<file path="src/inc/mipg_pkg.sv">
`default_nettype none

package mipg_pkg;

  // field layout of one source control word
  localparam int LVL_W = 3;
  localparam int LVL_LSB = 0;
  localparam int REQ_POS = 3;
  localparam int CTL_W = 8;

  // number of peripheral sources
  localparam int NSRC = 8;

  // reset values
  localparam logic FLAG_RST = 1'b0;
  localparam logic REQ_RST = 1'b0;
  localparam logic [2:0] LVL_RST = 3'h0;
  localparam logic [2:0] PPL_RST = 3'h0;

  // delays, in core_clk cycles after an instruction's last cycle
  localparam int PPL_RET_CYC = 2;
  localparam int PPL_LD_CYC = 3;
  localparam int LVL_WR_CYC = 2;

  // kind of vector taken
  typedef enum logic [7:0] {
    K_NONE = 8'h01,
    K_NMI  = 8'h02,
    K_BRK  = 8'h04,
    K_WDT  = 8'h08,
    K_PERI = 8'h10,
    K_STEP = 8'h20,
    K_ADDR = 8'h40,
    K_SW   = 8'h80
  } mipg_kind_type;

endpackage : mipg_pkg

`default_nettype wire

</file>
<file path="src/mipg_gate.sv">
`default_nettype none

module mipg_gate #(
  parameter int NSRC = mipg_pkg::NSRC
) (
  // clock and reset
  input wire logic core_clk,
  input wire logic rst,
  // peripheral request events
  input wire logic [NSRC-1:0] src_req,
  // special request levels
  input wire logic nmi_req,
  input wire logic brk_req,
  input wire logic wdt_req,
  input wire logic step_req,
  input wire logic addr_req,
  // software access to source control words
  input wire logic ctl_wr,
  input wire logic [$clog2(NSRC)-1:0] ctl_wr_idx,
  input wire logic ctl_wr_lvl_en,
  input wire logic [2:0] ctl_wr_lvl,
  input wire logic ctl_wr_req_clr,
  input wire logic [$clog2(NSRC)-1:0] ctl_rd_idx,
  output logic [mipg_pkg::CTL_W-1:0] ctl_rd_data,
  // instruction sequencer
  input wire logic sample_pt,
  input wire logic sw_int,
  input wire logic flag_wr,
  input wire logic flag_wr_ret,
  input wire logic flag_wr_val,
  input wire logic ppl_wr,
  input wire logic ppl_wr_ret,
  input wire logic [2:0] ppl_wr_val,
  // stored state
  output logic flag_out,
  output logic [2:0] processor_priority_level,
  // vector taken
  output logic take,
  output mipg_pkg::mipg_kind_type take_kind,
  output logic [$clog2(NSRC)-1:0] take_idx,
  output logic [2:0] take_lvl
);

  localparam int IW = $clog2(NSRC);

  typedef struct packed {
    logic flag;
    logic [2:0] ppl;
    logic [2:0] ppl_eff;
    logic [NSRC-1:0][2:0] lvl;
    logic [NSRC-1:0][2:0] lvl_eff;
    logic [NSRC-1:0] req;
    logic take;
    mipg_pkg::mipg_kind_type kind;
    logic [IW-1:0] idx;
    logic [2:0] tlvl;
    logic [mipg_pkg::CTL_W-1:0] rd;
  } mipg_state_type;

  mipg_state_type st_r;
  mipg_state_type st_nxt;

  // a beats b on level, then on lower index
  function automatic logic beats(logic [2:0] al, logic [IW-1:0] ai,
                                 logic [2:0] bl, logic [IW-1:0] bi);
    return (al > bl) || ((al == bl) && (ai < bi));
  endfunction : beats

  function automatic logic [IW+3:0] pick(logic [NSRC-1:0] e,
                                         logic [NSRC-1:0][2:0] l);
    logic v;
    logic [IW-1:0] bi;
    logic [2:0] bl;
    v = 1'b0;
    bi = '0;
    bl = '0;
    for (int i = 0; i < NSRC; i++) begin
      if (e[i] && (!v || beats(l[i], IW'(i), bl, bi))) begin
        v = 1'b1;
        bi = IW'(i);
        bl = l[i];
      end
    end
    return {v, bi, bl};
  endfunction : pick

  // delayed level updates
  logic ret_vld;
  logic [2:0] ret_dat;
  logic ld_vld;
  logic [2:0] ld_dat;
  logic lw_vld;
  logic [IW+2:0] lw_dat;

  mipg_dly #(
    .WIDTH(3),
    .DEPTH(mipg_pkg::PPL_RET_CYC)
  ) u_ret_dly (
    .core_clk(core_clk),
    .rst(rst),
    .in_vld(ppl_wr && ppl_wr_ret),
    .in_dat(ppl_wr_val),
    .out_vld(ret_vld),
    .out_dat(ret_dat)
  );

  mipg_dly #(
    .WIDTH(3),
    .DEPTH(mipg_pkg::PPL_LD_CYC)
  ) u_ld_dly (
    .core_clk(core_clk),
    .rst(rst),
    .in_vld(ppl_wr && !ppl_wr_ret),
    .in_dat(ppl_wr_val),
    .out_vld(ld_vld),
    .out_dat(ld_dat)
  );

  mipg_dly #(
    .WIDTH(IW + 3),
    .DEPTH(mipg_pkg::LVL_WR_CYC)
  ) u_lw_dly (
    .core_clk(core_clk),
    .rst(rst),
    .in_vld(ctl_wr && ctl_wr_lvl_en),
    .in_dat({ctl_wr_idx, ctl_wr_lvl}),
    .out_vld(lw_vld),
    .out_dat(lw_dat)
  );

  // values that govern this cycle's sampling
  logic flag_cmp;
  logic [2:0] ppl_cmp;
  logic [NSRC-1:0][2:0] lvl_cmp;
  logic [NSRC-1:0] elig;
  logic p_vld;
  logic [IW-1:0] p_idx;
  logic [2:0] p_lvl;
  mipg_pkg::mipg_kind_type kind_c;
  logic take_c;
  logic beaten_c;

  always_comb begin
    // return applies at once, other writers from the next instruction
    flag_cmp = (flag_wr && flag_wr_ret) ? flag_wr_val : st_r.flag;
    // later-issued return write wins when both exit together
    if (ret_vld) begin
      ppl_cmp = ret_dat;
    end else if (ld_vld) begin
      ppl_cmp = ld_dat;
    end else begin
      ppl_cmp = st_r.ppl_eff;
    end
    for (int i = 0; i < NSRC; i++) begin
      if (lw_vld && (lw_dat[IW+2:3] == IW'(i))) begin
        lvl_cmp[i] = lw_dat[2:0];
      end else begin
        lvl_cmp[i] = st_r.lvl_eff[i];
      end
      // level 0 never exceeds any level; level 7 never exceeded
      elig[i] = st_r.req[i] && (lvl_cmp[i] > ppl_cmp);
    end
    {p_vld, p_idx, p_lvl} = pick(elig, lvl_cmp);
  end

  always_comb begin
    kind_c = mipg_pkg::K_NONE;
    if (sw_int) begin
      kind_c = mipg_pkg::K_SW;
    end else if (sample_pt) begin
      if (nmi_req) begin
        kind_c = mipg_pkg::K_NMI;
      end else if (brk_req) begin
        kind_c = mipg_pkg::K_BRK;
      end else if (wdt_req) begin
        kind_c = mipg_pkg::K_WDT;
      end else if (flag_cmp && p_vld) begin
        kind_c = mipg_pkg::K_PERI;
      end else if (step_req) begin
        kind_c = mipg_pkg::K_STEP;
      end else if (addr_req) begin
        kind_c = mipg_pkg::K_ADDR;
      end
    end
    take_c = (kind_c != mipg_pkg::K_NONE);
  end

  always_comb begin
    st_nxt = st_r;
    st_nxt.take = take_c;
    if (take_c) begin
      st_nxt.kind = kind_c;
    end
    // each field has its own update path
    if (flag_wr) begin
      st_nxt.flag = flag_wr_val;
    end
    if (ppl_wr) begin
      st_nxt.ppl = ppl_wr_val;
    end
    st_nxt.ppl_eff = ppl_cmp;
    st_nxt.lvl_eff = lvl_cmp;
    if (ctl_wr && ctl_wr_lvl_en) begin
      st_nxt.lvl[ctl_wr_idx] = ctl_wr_lvl;
    end
    if (ctl_wr && ctl_wr_req_clr) begin
      st_nxt.req[ctl_wr_idx] = 1'b0;
    end
    // vector entry overrides an instruction's flag write
    if (take_c) begin
      st_nxt.flag = 1'b0;
    end
    if (kind_c == mipg_pkg::K_PERI) begin
      st_nxt.req[p_idx] = 1'b0;
      st_nxt.ppl = p_lvl;
      st_nxt.ppl_eff = p_lvl;
      st_nxt.idx = p_idx;
      st_nxt.tlvl = p_lvl;
    end
    // a new event beats any clear in the same cycle
    st_nxt.req = st_nxt.req | src_req;
    st_nxt.rd = '0;
    st_nxt.rd[mipg_pkg::LVL_LSB +: mipg_pkg::LVL_W] =
      st_r.lvl[ctl_rd_idx];
    st_nxt.rd[mipg_pkg::REQ_POS] = st_r.req[ctl_rd_idx];
  end

  always_ff @(posedge core_clk) begin
    if (rst) begin
      st_r <= '0;
      st_r.flag <= mipg_pkg::FLAG_RST;
      st_r.ppl <= mipg_pkg::PPL_RST;
      st_r.ppl_eff <= mipg_pkg::PPL_RST;
      st_r.lvl <= {NSRC{mipg_pkg::LVL_RST}};
      st_r.lvl_eff <= {NSRC{mipg_pkg::LVL_RST}};
      st_r.req <= {NSRC{mipg_pkg::REQ_RST}};
      st_r.kind <= mipg_pkg::K_NONE;
    end else begin
      st_r <= st_nxt;
    end
  end

  assign ctl_rd_data = st_r.rd;
  assign flag_out = st_r.flag;
  assign processor_priority_level = st_r.ppl;
  assign take = st_r.take;
  assign take_kind = st_r.kind;
  assign take_idx = st_r.idx;
  assign take_lvl = st_r.tlvl;

  // independent check of the winner against every eligible source
  always_comb begin
    beaten_c = 1'b0;
    for (int i = 0; i < NSRC; i++) begin
      if (elig[i] && (IW'(i) != p_idx) &&
          beats(lvl_cmp[i], IW'(i), p_lvl, p_idx)) begin
        beaten_c = 1'b1;
      end
    end
  end
endmodule : mipg_gate

`default_nettype wire

</file>
<file path="src/mipg_dly.sv">
`default_nettype none

module mipg_dly #(
  parameter int WIDTH = 3,
  parameter int DEPTH = 2
) (
  // clock and reset
  input wire logic core_clk,
  input wire logic rst,
  // entry
  input wire logic in_vld,
  input wire logic [WIDTH-1:0] in_dat,
  // exit, visible DEPTH cycles after entry
  output logic out_vld,
  output logic [WIDTH-1:0] out_dat
);

  typedef struct packed {
    logic [DEPTH-1:0] vld;
    logic [DEPTH-1:0][WIDTH-1:0] dat;
  } mipg_dly_type;

  mipg_dly_type st_r;
  mipg_dly_type st_nxt;

  always_comb begin
    st_nxt = st_r;
    st_nxt.vld[0] = in_vld;
    st_nxt.dat[0] = in_dat;
    for (int i = 1; i < DEPTH; i++) begin
      st_nxt.vld[i] = st_r.vld[i-1];
      st_nxt.dat[i] = st_r.dat[i-1];
    end
  end

  always_ff @(posedge core_clk) begin
    if (rst) begin
      st_r <= '0;
    end else begin
      st_r <= st_nxt;
    end
  end

  assign out_vld = st_r.vld[DEPTH-1];
  assign out_dat = st_r.dat[DEPTH-1];

endmodule : mipg_dly

`default_nettype wire

</file>
<file path="config.mk">
export PLATFORM = sky130hd
export DESIGN_NAME = mipg_gate
export DESIGN_NICKNAME = d
export VERILOG_FILES = /design/src/inc/mipg_pkg.sv /design/src/mipg_gate.sv /design/src/mipg_dly.sv
export SDC_FILE = /design/constraint.sdc
export NUM_CORES = 1
export LEC_CHECK = 0
export ABC_AREA = 1
export BUFFER_PORTS_ARGS = -buffer_cell sky130_fd_sc_hd__buf_2
export CAP_MARGIN = 20
export CORE_MARGIN = 2
export CORE_UTILIZATION = 66
export CTS_BUF_LIST = sky130_fd_sc_hd__clkbuf_4 sky130_fd_sc_hd__clkbuf_8
export DETAILED_ROUTE_END_ITERATION = 16
export PLACE_DENSITY = 0.95
export SETUP_SLACK_MARGIN = 0.05
export SLEW_MARGIN = 5
export SYNTH_ARGS = -nofsm -noshare
export SYNTH_HDL_FRONTEND = slang
export SYNTH_SLANG_ARGS = --single-unit
</file>
<file path="constraint.sdc">
create_clock -name core_clk -period 19.25 [get_ports core_clk]
set_input_delay 3.85 -clock core_clk [delete_from_list [all_inputs] [get_ports core_clk]]
set_output_delay 3.85 -clock core_clk [all_outputs]
set_load 0.02 [all_outputs]
</file>
==> results.tsv <==
metric	value	unit
status	finished clean	
Comb pwr share	18.7	%
hold buffers post-CTS	0	
Worst Path Required	19.57	ns
yosys warns	0	
Cell Int Power	0.313	mW
antenna violations before repair	0	
Net count, final	987	
HPWL Detailed	10500	um
most frequent cells in the layout	149 x nand2_1, 135 x inv_1, 110 x dfxtp_1, 91 x nor2_1, 75 x o21ai_0	
WS Path Type	flip-flop to flip-flop	
cell family with most CP delay	simple AND/OR/NAND/NOR gates	
DRC viols	0	
min Tclk post-route	9.96	ns
core area	0.00911	mm^2
Yosys cell types	43	
P_sw	0.143	mW
Yosys top cell by area	dfxtp_1	
CTS max path bufs	2	
final hold vios	0	
count of standard-cell rows	35	
Worst slew margin	31.2	%
cell leakage power	3.38	nW
GR Overflow Total	0	
final hold slack	0.407	ns
Synth Flop Type	dfxtp_1	
pwr dens	70.1	mW/mm^2
VDD IR max	0.0428	mV
pin count of the biggest net entering global routing	73	
CTS Buf Count	9	
Reg power frac	52.2	%
Sw Share	31.4	%
HP Class	flip-flop to flip-flop	
number of synthesized flops with an enable pin	0	
I/O Buffers	59	
chip width	100	um
CP most frequent cell	nand2_1	
Placement Setup Slack	9.60	ns
post_cts resized	0	
fraction of layout cells with a size suffix above 1	12.3	%
flops & latches, synth	110	
Mapped Cells	870	
Max Slew Vio Count	0	
clock latency on the worst-skew pair	0.38	ns
Max stage delay on crit path	0.38	ns
Yosys top cell area share	36.0	%
ANT nets after route	0	
synth top area cells	dfxtp_1 36%, ha_1 9.2%, nand2_1 9.1%	
crit start category	flip-flop	
CTS tree	done	
vias	5714	
Synth Cell Area	0.00611	mm^2
f_max	0.100	GHz
Async SR Flop Fraction	0	%
Clk pwr share	29.1	%
routed len/inst	14.0	um
smallest setup slack after layout	9.29	ns
area delta synth->final	6.53	%
I/O Pins	64	
final period utilization	51.8	%
clk sinks	110	
Vias/cell	5.60	
crit-path max FO	9	
# setup viols final	0	
Layout Skew	0.0100	ns
gpl congestion	1.00	
Buf/Inv on CP	8	
Detailed Route Iter0 Violations	368	
root buffer cell	clkbuf_8	
drt pass-1 iters	6	
postcts setup bufs	0	
first-pass GRT wire length	24200	um
vias in the first global route	5247	
initial core utilization	67.1	%
setup_tns	0	ns
R2R Setup Slk	9.29	ns
worst-margin pin slew	1.03	ns
Worst setup EP type	flip-flop	
ant diodes	0	
max-cap violations	0	
commonest non-fill, non-tap cell in the layout	nand2_1	
H-tree levels	3	
WL final	14300	um
register area share after synthesis	36.0	%
clock-pin slew on the worst setup and hold paths	0.10	ns
crit path DAT	10.28	ns
aggregate global-route resource usage	29.6	%
slowest stage cell, crit path	dfxtp_1	
syn avg cell area	7.03	um^2
Die Y	100	um
RSZ-0062 raised after global routing	false	
die area	0.0101	mm^2
## path summary, 6_finish.rpt
kind / start / to / cells after the start
min reg2reg: u_lw_dly.st_nxt[7]$_SDFF_PP0_ / u_lw_dly.out_dat[1]$_SDFF_PP0_ / 2
max reg2reg: u_lw_dly.out_vld$_SDFF_PP0_ / take_lvl[2]$_SDFFE_PP0N_ / 73
max: u_lw_dly.out_vld$_SDFF_PP0_ / take_lvl[2]$_SDFFE_PP0N_ / 73
min: u_lw_dly.st_nxt[7]$_SDFF_PP0_ / u_lw_dly.out_dat[1]$_SDFF_PP0_ / 2
## cell families after synthesis
| group | after synthesis | share of synthesized area [%] |
|---|---|---|
| AO/OA/AOI/OAI | 172 | 15.1 |
| adder cells (fa/ha/maj) | 45 | 9.21 |
| buffers and inverters | 183 | 12.9 |
| flip-flops | 110 | 36.0 |
| other | 1 | 0.0613 |
| AND/OR/NAND/NOR | 359 | 26.7 |
## routing by layer
metal | track usage, % | share of wire, % | wire length, um
met3 | 5.71 | 8.2 | 1170
met1 | 39.7 | 43 | 6200
met4 | 9.59 | 2.1 | 297
met2 | 48.2 | 46 | 6600
met5 | 0 | 0 | 0
## power by group through the flow
stage	combinational [mW]	sequential, mW	clock (mW)
after floorplan	0.0650	0.242	0
after global placement	0.0803	0.243	0
after detailed placement	0.0829	0.243	0
after CTS	0.0840	0.238	0.132
after global routing	0.0957	0.239	0.143
final	0.0852	0.238	0.133
## sequential cells by signal, summed over array words and instances, names as in the netlist
register and cells:
ctl_rd_data 4, flag_out 1, processor_priority_level 3, st_r 59, take 1, take_idx 3, take_kind 8, take_lvl 3
u_ld_dly.out_dat 3, u_ld_dly.out_vld 1, u_ld_dly.st_nxt 8, u_lw_dly.out_dat 6, u_lw_dly.out_vld 1, u_lw_dly.st_nxt 7, u_ret_dly.out_vld 1, u_ret_dly.st_nxt 1
## cell usage after synthesis (all sizes together), types with 2 or more instances
cell type,number
and2,9
nand3,70
nand3b,3
ha,45
o211ai,3
nand4,8
or2,3
nor3,8
nand2,160
a21oi,71
a31oi,5
nor2,96
clkinv,2
dfxtp,110
o21ai,85
nor4,2
clkbuf,14
o21a,2
inv,139
buf,28
## tightest hold or removal path: cells and delay by family (launching register included)
family	cells	cell delay, ns
buffers and inverters	1	0.04
flip-flops	1	0.31
AND/OR/NAND/NOR	1	0.03
## metrics by stage
stage          utilization [%]  cell area (um^2)  instances  total power, mW
2_1_floorplan                -              6130        873            0.307
6_report                  71.5              6510       1021            0.457
4_1_cts                   71.5              6510       1021            0.455
3_5_place_dp              69.5              6330       1005            0.326
3_3_place_gp              69.5              6330       1005            0.324
5_1_grt                   71.5              6510       1021            0.478
## cell type report
cell class                 instances  area [um^2]
fill                             721         2590
clock buffer                       9          124
multi-input combinational        580         3140
inverter                         141          532
clock inverter                     7         56.3
sequential                       110         2200
timing repair buffer              63          325
tap                              111          139
(Power assumes the default switching activity.)
